**config.mk**
```make
export PLATFORM = sky130hd
export DESIGN_NAME = fpec_top
export DESIGN_NICKNAME = d
export VERILOG_FILES = /design/src/logic/fpec_pkg.sv /design/src/logic/fpec_top.sv
export SDC_FILE = /design/constraint.sdc
export NUM_CORES = 2
export LEC_CHECK = 0
export BUFFER_PORTS_ARGS = -buffer_cell sky130_fd_sc_hd__buf_2
export CELL_PAD_IN_SITES_DETAIL_PLACEMENT = 0
export CELL_PAD_IN_SITES_GLOBAL_PLACEMENT = 2
export CORE_ASPECT_RATIO = 1.75
export CORE_MARGIN = 3
export CORE_UTILIZATION = 40
export CTS_BUF_LIST = sky130_fd_sc_hd__clkbuf_8 sky130_fd_sc_hd__clkbuf_16
export DETAILED_ROUTE_END_ITERATION = 7
export PLACE_DENSITY = 0.65
export SETUP_SLACK_MARGIN = 0.2
export SLEW_MARGIN = 20
export SYNTH_ARGS = -nofsm -noshare
export SYNTH_HDL_FRONTEND = slang
export SYNTH_SLANG_ARGS = --single-unit
export TNS_END_PERCENT = 1
```
**constraint.sdc**
```tcl
create_clock -name mclk_i -period 2.7 [get_ports mclk_i]
set_clock_uncertainty 0.1 [all_clocks]
set_input_delay 0.54 -clock mclk_i [delete_from_list [all_inputs] [get_ports mclk_i]]
set_output_delay 0.54 -clock mclk_i [all_outputs]
set_load 0.03 [all_outputs]
```
**src/logic/fpec_pkg.sv**
```systemverilog
// package: constants and types of the flash program/erase controller
`default_nettype none
package fpec_pkg;
  // register byte offsets
  localparam logic [7:0] OFS_OP_CONTROL = 8'h00;
  localparam logic [7:0] OFS_UNLOCK_KEY = 8'h04;
  localparam logic [7:0] OFS_TABLE_PAGE = 8'h08;
  localparam logic [7:0] OFS_TABLE_PTR = 8'h0C;
  localparam logic [7:0] OFS_TABLE_WR_LOW = 8'h10;
  localparam logic [7:0] OFS_TABLE_WR_HIGH = 8'h14;
  localparam logic [7:0] OFS_IRQ_STATUS = 8'h18;
  localparam logic [7:0] OFS_IRQ_CLEAR = 8'h1C;
  localparam logic [7:0] OFS_IRQ_ENABLE = 8'h20;
  // op control fields
  localparam int BIT_START = 15;
  localparam int BIT_ENABLE = 14;
  localparam int BIT_SEQ_ERR = 13;
  localparam int BIT_ERASE = 6;
  localparam int OPC_LSB = 0;
  localparam int OPC_W = 4;
  localparam logic [15:0] OP_CONTROL_RST = 16'h0000;
  // unlock key values
  localparam logic [7:0] KEY_FIRST = 8'h55;
  localparam logic [7:0] KEY_SECOND = 8'hAA;
  // irq status bit positions
  localparam int IRQ_DONE = 0;
  localparam int IRQ_ERR = 1;
  localparam int IRQ_W = 2;
  // timing
  localparam int CLK_MHZ = 200;
  localparam int ROW_TIME_NS = 1435000;
  localparam int ROW_CYCLES = (ROW_TIME_NS * CLK_MHZ + 999) / 1000;
  localparam int ERASE_CYCLES = 400000;
  localparam int SHORT_CYCLES = 100000;
  localparam int CNT_W = 20;
  localparam int LATCH_DEPTH = 64;
  localparam int WORD_W = 24;

  typedef enum logic [3:0] {
    FPEC_K_BAD, FPEC_K_NOP, FPEC_K_BULK, FPEC_K_SEG, FPEC_K_SEG2, FPEC_K_PAGE,
    FPEC_K_CFG_ERASE, FPEC_K_ROW, FPEC_K_REST, FPEC_K_CFG_PROG
  } fpec_kind_e;

  typedef enum logic [1:0] {
    FPEC_IDLE = 2'b00,
    FPEC_RUN = 2'b01,
    FPEC_DONE = 2'b11
  } fpec_state_e;

  typedef enum logic [1:0] {
    FPEC_KEY_NONE = 2'b00,
    FPEC_KEY_HALF = 2'b01,
    FPEC_KEY_ARMED = 2'b11
  } fpec_key_e;

  typedef struct packed {
    logic start;
    fpec_kind_e kind;
    logic [WORD_W-1:0] addr;
  } fpec_cmd_s;
endpackage : fpec_pkg
`default_nettype wire

```
**src/logic/fpec_top.sv**
```systemverilog
// module: flash program/erase sequencer with ahb-lite register slave
//
// The implementer's own choices: the AHB-Lite slave port and the register offsets.
`timescale 1ns/1ps
`default_nettype none
module fpec_top #(
  parameter int ROW_CYCLES = fpec_pkg::ROW_CYCLES,
  parameter int ERASE_CYCLES = fpec_pkg::ERASE_CYCLES,
  parameter int SHORT_CYCLES = fpec_pkg::SHORT_CYCLES
) (
  input wire logic mclk_i,
  input wire logic rst_i,
  input wire logic hsel_i,
  input wire logic [31:0] haddr_i,
  input wire logic [1:0] htrans_i,
  input wire logic hwrite_i,
  input wire logic [2:0] hsize_i,
  input wire logic [31:0] hwdata_i,
  input wire logic hready_i,
  output logic hreadyout_o,
  output logic hresp_o,
  output logic [31:0] hrdata_o,
  input wire logic [5:0] arr_lat_idx_i,
  output logic [fpec_pkg::WORD_W-1:0] arr_lat_data_o,
  output fpec_pkg::fpec_cmd_s arr_cmd_o,
  output logic arr_busy_o,
  output logic cpu_stall_o,
  output logic irq_o
);
  // operation class from erase select and code
  function automatic fpec_pkg::fpec_kind_e op_kind(input logic erase, input logic [3:0] opc);
    fpec_pkg::fpec_kind_e k;
    k = fpec_pkg::FPEC_K_BAD;
    if (erase) begin
      case (opc)
        4'hF: k = fpec_pkg::FPEC_K_BULK;
        4'hD: k = fpec_pkg::FPEC_K_SEG;
        4'hC: k = fpec_pkg::FPEC_K_SEG2;
        4'h2: k = fpec_pkg::FPEC_K_PAGE;
        4'h0: k = fpec_pkg::FPEC_K_CFG_ERASE;
        4'h3, 4'h1: k = fpec_pkg::FPEC_K_NOP;
        default: k = fpec_pkg::FPEC_K_BAD;
      endcase
    end else begin
      case (opc)
        4'h1: k = fpec_pkg::FPEC_K_ROW;
        4'h3: k = fpec_pkg::FPEC_K_REST;
        4'h0: k = fpec_pkg::FPEC_K_CFG_PROG;
        4'hF, 4'hD, 4'hC, 4'h2: k = fpec_pkg::FPEC_K_NOP;
        default: k = fpec_pkg::FPEC_K_BAD;
      endcase
    end
    return k;
  endfunction : op_kind

  // duration of a class in clock cycles
  function automatic logic [fpec_pkg::CNT_W-1:0] op_cycles(input fpec_pkg::fpec_kind_e k);
    logic [fpec_pkg::CNT_W-1:0] c;
    case (k)
      fpec_pkg::FPEC_K_NOP: c = 20'h00001;
      fpec_pkg::FPEC_K_ROW, fpec_pkg::FPEC_K_REST: c = fpec_pkg::CNT_W'(ROW_CYCLES);
      fpec_pkg::FPEC_K_CFG_ERASE, fpec_pkg::FPEC_K_CFG_PROG: c = fpec_pkg::CNT_W'(SHORT_CYCLES);
      default: c = fpec_pkg::CNT_W'(ERASE_CYCLES);
    endcase
    return c;
  endfunction : op_cycles

  // ahb address phase capture
  logic wr_pend_ff;
  logic nxt_wr_pend;
  logic [7:0] wr_ofs_ff;
  logic [7:0] nxt_wr_ofs;
  logic [31:0] rdata_ff;
  logic [31:0] nxt_rdata;
  // registers
  logic start_ff;
  logic nxt_start;
  logic enable_ff;
  logic nxt_enable;
  logic seq_err_ff;
  logic nxt_seq_err;
  logic erase_ff;
  logic nxt_erase;
  logic [3:0] opc_ff;
  logic [3:0] nxt_opc;
  fpec_pkg::fpec_key_e key_ff;
  fpec_pkg::fpec_key_e nxt_key;
  logic [7:0] page_ff;
  logic [7:0] nxt_page;
  logic [15:0] ptr_ff;
  logic [15:0] nxt_ptr;
  logic [fpec_pkg::IRQ_W-1:0] irq_st_ff;
  logic [fpec_pkg::IRQ_W-1:0] nxt_irq_st;
  logic [fpec_pkg::IRQ_W-1:0] irq_en_ff;
  logic [fpec_pkg::IRQ_W-1:0] nxt_irq_en;
  logic irq_ff;
  logic nxt_irq;
  // sequencer
  fpec_pkg::fpec_state_e state_ff;
  fpec_pkg::fpec_state_e nxt_state;
  logic [fpec_pkg::CNT_W-1:0] cnt_ff;
  logic [fpec_pkg::CNT_W-1:0] nxt_cnt;
  fpec_pkg::fpec_cmd_s cmd_ff;
  fpec_pkg::fpec_cmd_s nxt_cmd;
  logic busy_ff;
  logic nxt_busy;
  // holding latches
  logic [fpec_pkg::WORD_W-1:0] latch_mem [fpec_pkg::LATCH_DEPTH];
  logic [fpec_pkg::WORD_W-1:0] lat_rd_ff;
  logic [fpec_pkg::WORD_W-1:0] nxt_lat_rd;
  logic [fpec_pkg::WORD_W-1:0] nxt_lat_word;

  logic addr_ok;
  logic wr_now;
  logic [15:0] op_ctl_rd;
  logic [5:0] lat_idx;
  logic lat_wr_lo;
  logic lat_wr_hi;
  fpec_pkg::fpec_kind_e req_kind;
  logic start_req;
  logic finish;
  logic launch;

  assign addr_ok = hsel_i && hready_i && htrans_i[1];
  assign wr_now = wr_pend_ff;
  assign op_ctl_rd = {nxt_start, nxt_enable, nxt_seq_err, 6'h00,
                      nxt_erase, 2'h0, nxt_opc};
  assign lat_idx = ptr_ff[6:1];
  assign lat_wr_lo = wr_now && (wr_ofs_ff == fpec_pkg::OFS_TABLE_WR_LOW);
  assign lat_wr_hi = wr_now && (wr_ofs_ff == fpec_pkg::OFS_TABLE_WR_HIGH);
  assign req_kind = op_kind(hwdata_i[fpec_pkg::BIT_ERASE],
                            hwdata_i[fpec_pkg::OPC_LSB +: fpec_pkg::OPC_W]);
  assign start_req = wr_now && (wr_ofs_ff == fpec_pkg::OFS_OP_CONTROL)
                     && hwdata_i[fpec_pkg::BIT_START] && !start_ff;
  assign finish = (state_ff == fpec_pkg::FPEC_RUN) && (cnt_ff == 20'h00001);
  assign launch = start_req && nxt_start;

  // bus slave: capture address, read data ready for data phase
  // read data from next values so a write landing this cycle is seen
  always_comb begin
    nxt_wr_pend = addr_ok && hwrite_i;
    nxt_wr_ofs = addr_ok ? haddr_i[7:0] : wr_ofs_ff;
    nxt_rdata = rdata_ff;
    if (addr_ok && !hwrite_i) begin
      case (haddr_i[7:0])
        fpec_pkg::OFS_OP_CONTROL: nxt_rdata = {16'h0000, op_ctl_rd};
        fpec_pkg::OFS_UNLOCK_KEY: nxt_rdata = 32'h00000000;
        fpec_pkg::OFS_TABLE_PAGE: nxt_rdata = {24'h000000, nxt_page};
        fpec_pkg::OFS_TABLE_PTR: nxt_rdata = {16'h0000, nxt_ptr};
        fpec_pkg::OFS_IRQ_STATUS: nxt_rdata = {30'h00000000, nxt_irq_st};
        fpec_pkg::OFS_IRQ_ENABLE: nxt_rdata = {30'h00000000, nxt_irq_en};
        default: nxt_rdata = 32'h00000000;
      endcase
    end
  end

  always_ff @(posedge mclk_i) begin
    if (rst_i) begin
      wr_pend_ff <= 1'b0;
      wr_ofs_ff <= 8'h00;
      rdata_ff <= 32'h00000000;
    end else begin
      wr_pend_ff <= nxt_wr_pend;
      wr_ofs_ff <= nxt_wr_ofs;
      rdata_ff <= nxt_rdata;
    end
  end

  // register file, unlock tracking and interrupt flags
  always_comb begin
    nxt_start = start_ff;
    nxt_enable = enable_ff;
    nxt_seq_err = seq_err_ff;
    nxt_erase = erase_ff;
    nxt_opc = opc_ff;
    nxt_key = key_ff;
    nxt_page = page_ff;
    nxt_ptr = ptr_ff;
    nxt_irq_st = irq_st_ff;
    nxt_irq_en = irq_en_ff;
    if (wr_now) begin
      nxt_key = fpec_pkg::FPEC_KEY_NONE;
      case (wr_ofs_ff)
        fpec_pkg::OFS_UNLOCK_KEY: begin
          if (hwdata_i[7:0] == fpec_pkg::KEY_FIRST) begin
            nxt_key = fpec_pkg::FPEC_KEY_HALF;
          end else if (hwdata_i[7:0] == fpec_pkg::KEY_SECOND
                       && key_ff == fpec_pkg::FPEC_KEY_HALF) begin
            nxt_key = fpec_pkg::FPEC_KEY_ARMED;
          end
        end
        fpec_pkg::OFS_OP_CONTROL: begin
          if (!start_ff) begin
            nxt_enable = hwdata_i[fpec_pkg::BIT_ENABLE];
            nxt_seq_err = hwdata_i[fpec_pkg::BIT_SEQ_ERR];
            nxt_erase = hwdata_i[fpec_pkg::BIT_ERASE];
            nxt_opc = hwdata_i[fpec_pkg::OPC_LSB +: fpec_pkg::OPC_W];
          end
        end
        fpec_pkg::OFS_TABLE_PAGE: nxt_page = hwdata_i[7:0];
        fpec_pkg::OFS_TABLE_PTR: nxt_ptr = hwdata_i[15:0];
        fpec_pkg::OFS_TABLE_WR_HIGH: nxt_ptr = ptr_ff + 16'h0002;
        fpec_pkg::OFS_IRQ_CLEAR: nxt_irq_st = irq_st_ff & ~hwdata_i[fpec_pkg::IRQ_W-1:0];
        fpec_pkg::OFS_IRQ_ENABLE: nxt_irq_en = hwdata_i[fpec_pkg::IRQ_W-1:0];
        default: nxt_key = fpec_pkg::FPEC_KEY_NONE;
      endcase
    end
    if (start_req) begin
      if (key_ff == fpec_pkg::FPEC_KEY_ARMED && hwdata_i[fpec_pkg::BIT_ENABLE]
          && req_kind != fpec_pkg::FPEC_K_BAD) begin
        nxt_start = 1'b1;
      end else begin
        nxt_seq_err = 1'b1;
        nxt_irq_st[fpec_pkg::IRQ_ERR] = 1'b1;
      end
    end
    if (finish) begin
      nxt_start = 1'b0;
      nxt_seq_err = 1'b0;
      nxt_irq_st[fpec_pkg::IRQ_DONE] = 1'b1;
    end
    nxt_irq = |(nxt_irq_st & nxt_irq_en);
  end

  always_ff @(posedge mclk_i) begin
    if (rst_i) begin
      start_ff <= fpec_pkg::OP_CONTROL_RST[fpec_pkg::BIT_START];
      enable_ff <= fpec_pkg::OP_CONTROL_RST[fpec_pkg::BIT_ENABLE];
      seq_err_ff <= fpec_pkg::OP_CONTROL_RST[fpec_pkg::BIT_SEQ_ERR];
      erase_ff <= fpec_pkg::OP_CONTROL_RST[fpec_pkg::BIT_ERASE];
      opc_ff <= fpec_pkg::OP_CONTROL_RST[fpec_pkg::OPC_LSB +: fpec_pkg::OPC_W];
      key_ff <= fpec_pkg::FPEC_KEY_NONE;
      page_ff <= 8'h00;
      ptr_ff <= 16'h0000;
      irq_st_ff <= 2'h0;
      irq_en_ff <= 2'h0;
      irq_ff <= 1'b0;
    end else begin
      start_ff <= nxt_start;
      enable_ff <= nxt_enable;
      seq_err_ff <= nxt_seq_err;
      erase_ff <= nxt_erase;
      opc_ff <= nxt_opc;
      key_ff <= nxt_key;
      page_ff <= nxt_page;
      ptr_ff <= nxt_ptr;
      irq_st_ff <= nxt_irq_st;
      irq_en_ff <= nxt_irq_en;
      irq_ff <= nxt_irq;
    end
  end

  // self-timed sequencer
  always_comb begin
    nxt_state = state_ff;
    nxt_cnt = cnt_ff;
    nxt_cmd = cmd_ff;
    nxt_cmd.start = 1'b0;
    case (state_ff)
      fpec_pkg::FPEC_IDLE, fpec_pkg::FPEC_DONE: begin
        nxt_state = fpec_pkg::FPEC_IDLE;
        if (launch) begin
          nxt_state = fpec_pkg::FPEC_RUN;
          nxt_cnt = op_cycles(req_kind);
          nxt_cmd.start = (req_kind != fpec_pkg::FPEC_K_NOP);
          nxt_cmd.kind = req_kind;
          nxt_cmd.addr = {page_ff, ptr_ff};
        end
      end
      fpec_pkg::FPEC_RUN: begin
        nxt_cnt = cnt_ff - 20'h00001;
        if (finish) begin
          nxt_state = fpec_pkg::FPEC_DONE;
        end
      end
      default: nxt_state = fpec_pkg::FPEC_IDLE;
    endcase
    nxt_busy = (nxt_state == fpec_pkg::FPEC_RUN);
  end

  always_ff @(posedge mclk_i) begin
    if (rst_i) begin
      state_ff <= fpec_pkg::FPEC_IDLE;
      cnt_ff <= 20'h00000;
      cmd_ff <= '0;
      busy_ff <= 1'b0;
    end else begin
      state_ff <= nxt_state;
      cnt_ff <= nxt_cnt;
      cmd_ff <= nxt_cmd;
      busy_ff <= nxt_busy;
    end
  end

  // holding latches: table writes fill, array reads during row program
  always_comb begin
    nxt_lat_word = latch_mem[lat_idx];
    if (lat_wr_lo) begin
      nxt_lat_word[15:0] = hwdata_i[15:0];
    end
    if (lat_wr_hi) begin
      nxt_lat_word[23:16] = hwdata_i[7:0];
    end
    nxt_lat_rd = latch_mem[arr_lat_idx_i];
  end

  always_ff @(posedge mclk_i) begin
    if (lat_wr_lo || lat_wr_hi) begin
      latch_mem[lat_idx] <= nxt_lat_word;
    end
    lat_rd_ff <= nxt_lat_rd;
  end

  // outputs
  assign hreadyout_o = 1'b1;
  assign hresp_o = 1'b0;
  assign hrdata_o = rdata_ff;
  assign arr_lat_data_o = lat_rd_ff;
  assign arr_cmd_o = cmd_ff;
  assign arr_busy_o = busy_ff;
  assign cpu_stall_o = busy_ff;
  assign irq_o = irq_ff;
endmodule : fpec_top
`default_nettype wire

```
==> impl_metrics.json <==
{
  "synth_commonest_cells": "edfxtp_1, mux4_2, nor2_1, nand2_1, dfxtp_1",
  "slew_violations": 0,
  "arrival_ns": 2.90,
  "drt_drc_violations_left": 0,
  "grt_pass1_vias": 35900,
  "synth_xor_area_share_pct": 0.0268,
  "final_cells": 6076,
  "nFillCells": 13300,
  "io_buffer_count": 107,
  "ys_seq_area_share_pct": 75.0,
  "critical_path.top_delay_family": "simple AND/OR/NAND/NOR gates",
  "max_slew_margin_pct": 28.5,
  "setup_violations": 0,
  "hold_class": "input pin to register",
  "grt_max_degree": 89,
  "row_count": 195,
  "netlist_instances": 3277,
  "clockBufferDepth": 4,
  "p_total_uw": 54000,
  "antenna_found_initial": 8,
  "yosys.area_share.adder_pct": 0.0959,
  "drt_pass1_iterations": 5,
  "clk_latency_ns": 0.79,
  "placed_area_um2": 72500,
  "min_period_ns": 2.55,
  "path_buf_inv": 3,
  "cts_htree_levels": 4,
  "routedWlPerCell_um": 29.6,
  "holdWs_ns": 0.103,
  "synth_mux_area_share_pct": 16.5,
  "clkSinkCount": 1676,
  "crit_path_max_fanout": 12,
  "cts_setup_buffers": 0,
  "power_density_nw_per_um2": 693,
  "dp_cells": 5779,
  "leakagePower_uw": 0.0254,
  "synth_cell_types": 78,
  "wirelength_um": 180000,
  "fmax_mhz": 392,
  "slowest_delay_ns": 0.42,
  "ys_ff_latch": 1676,
  "place_ws_ns": -0.810,
  "required_ns": 3.04,
  "cts_made_buffers": 161,
  "slowest_stage": "nand2_1",
  "endpoint_kind": "register",
  "path_clk_slew_ns": 0.06,
  "cts_root_buf": "clkbuf_16",
  "drt_iter0_markers": 2839,
  "syn-cell-area_um2": 65200,
  "gp_congestion": 0.826,
  "fin_area_um2": 77900,
  "synth-simple-area-share_pct": 3.72,
  "hold_violations": 0,
  "synth_top_family_by_area": "multiplexers",
  "grt_pass1_wl_um": 259000,
  "rsz0062_at_grt": "yes",
  "synth_top_cell_by_area": "edfxtp_1",
  "yosysMostFrequentCell": "edfxtp_1",
  "vias": 33900,
  "synthArstFlopShare_pct": 0,
  "hpwl_um": 121000,
  "yosysWarnings": 0,
  "drive_gt1_share_pct": 32.3,
  "synth-main-ff-cell": "edfxtp_1",
  "crit_type": "register to register",
  "num_io_pins": 170,
  "period_share_pct": 94.5,
  "crit_top_cell": "buf_4",
  "crit_chain": "nor3_1, buf_4, buf_4, nand2_1, nor2_1, nand2_1, nor2_1, buf_4",
  "grtUsageTotal_pct": 21.3,
  "cts_tree": "yes",
  "status": "complete, no violations",
  "chipHeight_um": 540,
  "start_util_pct": 40.3,
  "syn-mean-instance-area_um2": 19.9,
  "synth.top_cell.area_share_pct": 70.7,
  "die-area_um2": 168000,
  "die_w_um": 311,
  "vdd_drop_max_mv": 0.441,
  "worst_slack_ns": 0.148,
  "nets": 3870,
  "synth_edf_count": 1536,
  "core-area_um2": 162000,
  "synthTopCellsByArea": "edfxtp_1, mux4_2, dfxtp_1",
  "critPathLaunchType": "register",
  "drv_cap": 0,
  "worstMarginPinSlew_ns": 1.07,
  "via_per_inst": 5.57,
  "grt_remaining_overflow": 0,
  "syn_to_final_growth_pct": 19.4,
  "synth_compound_area_share_pct": 3.03,
  "ant_nets": 0
}
[placed cells by master, fill, tap and decap left out, drive strengths merged, types with 8 or more instances in the layout]
cell type	instances
dlygate4sd3	10
nand4	19
clkbuf	173
o221ai	8
or3	13
nor4	16
dfxtp	140
bufinv	19
o211ai	20
edfxtp	1536
a221oi	16
nor3	23
o22ai	8
buf	527
nand3	26
and2	8
a31oi	13
a21oi	82
nand2b	12
a22oi	23
mux2i	92
nand2	168
conb	18
inv	49
o21ai	61
nor2	197
nor2b	14
clkinv	55
clkinvlp	13
o22a	8
mux4	436
[flip-flops by register name, summed over array words and instances, names as in the netlist]
signal	count
arr_cmd_o	29
arr_lat_data_o	24
latch_mem	1536
start_ff	1
state_ff	2
erase_ff	1
cnt_ff	20
wr_ofs_ff	8
wr_now	1
seq_err_ff	1
irq_en_ff	2
irq_st_ff	2
page_ff	8
key_ff	2
enable_ff	1
irq_o	1
ptr_ff	16
hrdata_o	16
arr_busy_o	1
opc_ff	4
[worst register-to-register path, delay by kind of cell, from the launching register on]
| family | cells | cell delay (ns) |
|---|---|---|
| simple gates | 5 | 1.26 |
| buf+inv | 3 | 0.56 |
| flops | 1 | 0.34 |
[report_power, final]
group,total (uW),internal [uW],switching [uW]
Sequential,28400,28300,64.2
Clock,22700,13100,9560
Combinational,2930,1180,1750
[worst paths after layout]
| kind | start | depth (start not counted) | to | slack [ns] |
|---|---|---|---|---|
| worst max-delay path | wr_ofs_ff[7] | 8 | latch_mem[25][17] | 0.15 |
| worst max register to register | wr_ofs_ff[7] | 8 | latch_mem[25][17] | 0.15 |
| worst min register to register | arr_cmd_o[18] | 2 | arr_cmd_o[18] | 0.35 |
| worst min-delay path | hwdata_i[9] | 1 | latch_mem[9][9] | 0.10 |
[layout make-up]
type / instances / area [um2] / share of cell area (%)
diodes: 1 / 2.50 / 0.00321
clock buffers: 173 / 4230 / 5.43
repair buffers: 537 / 5380 / 6.91
multi-input cells: 1386 / 15500 / 19.9
well taps: 2167 / 2710 / 3.48
inverters: 23 / 86.3 / 0.111
clock inverters: 113 / 1050 / 1.35
flip-flops and latches: 1676 / 48900 / 62.8
[metal layers]
metal / track usage [%] / wire (um) / vias to the layer above
met2: 40.3 / 99700 / 1055
li1: - / - / 14400
met3: 2.26 / 7280 / 305
met4: 7.84 / 6990 / 0
met1: 24.9 / 65800 / 18100
met5: 0 / 0 / -
[through the flow]
stage	TNS (ns)	utilization [%]
CTS	0	48.1
global placement	-6.64	44.8
global route	0	48.1
floorplan	0	-
finish	0	48.1
detailed placement	-6.89	44.8
[timing repair]
item / CTS / global route
resized for setup: 1 / 7
pin swaps: 0 / 0
hold buffers: 10 / 0
hold endpoints to repair: 13 / 0
endpoints found under the setup margin: 188 / 827
[kinds of logic (layout without fill, tap and decap cells)]
kind of cell / Yosys count / count (layout)
flip-flops: 1676 / 1676
multiplexers: 533 / 533
AND/OR/NAND/NOR: 530 / 530
AO/OA/AOI/OAI: 298 / 298
buffers and inverters: 231 / 846
adder cells (fa/ha/maj): 5 / 5
other: 2 / 19
XOR/XNOR: 2 / 2
(Power assumes the default switching activity.)
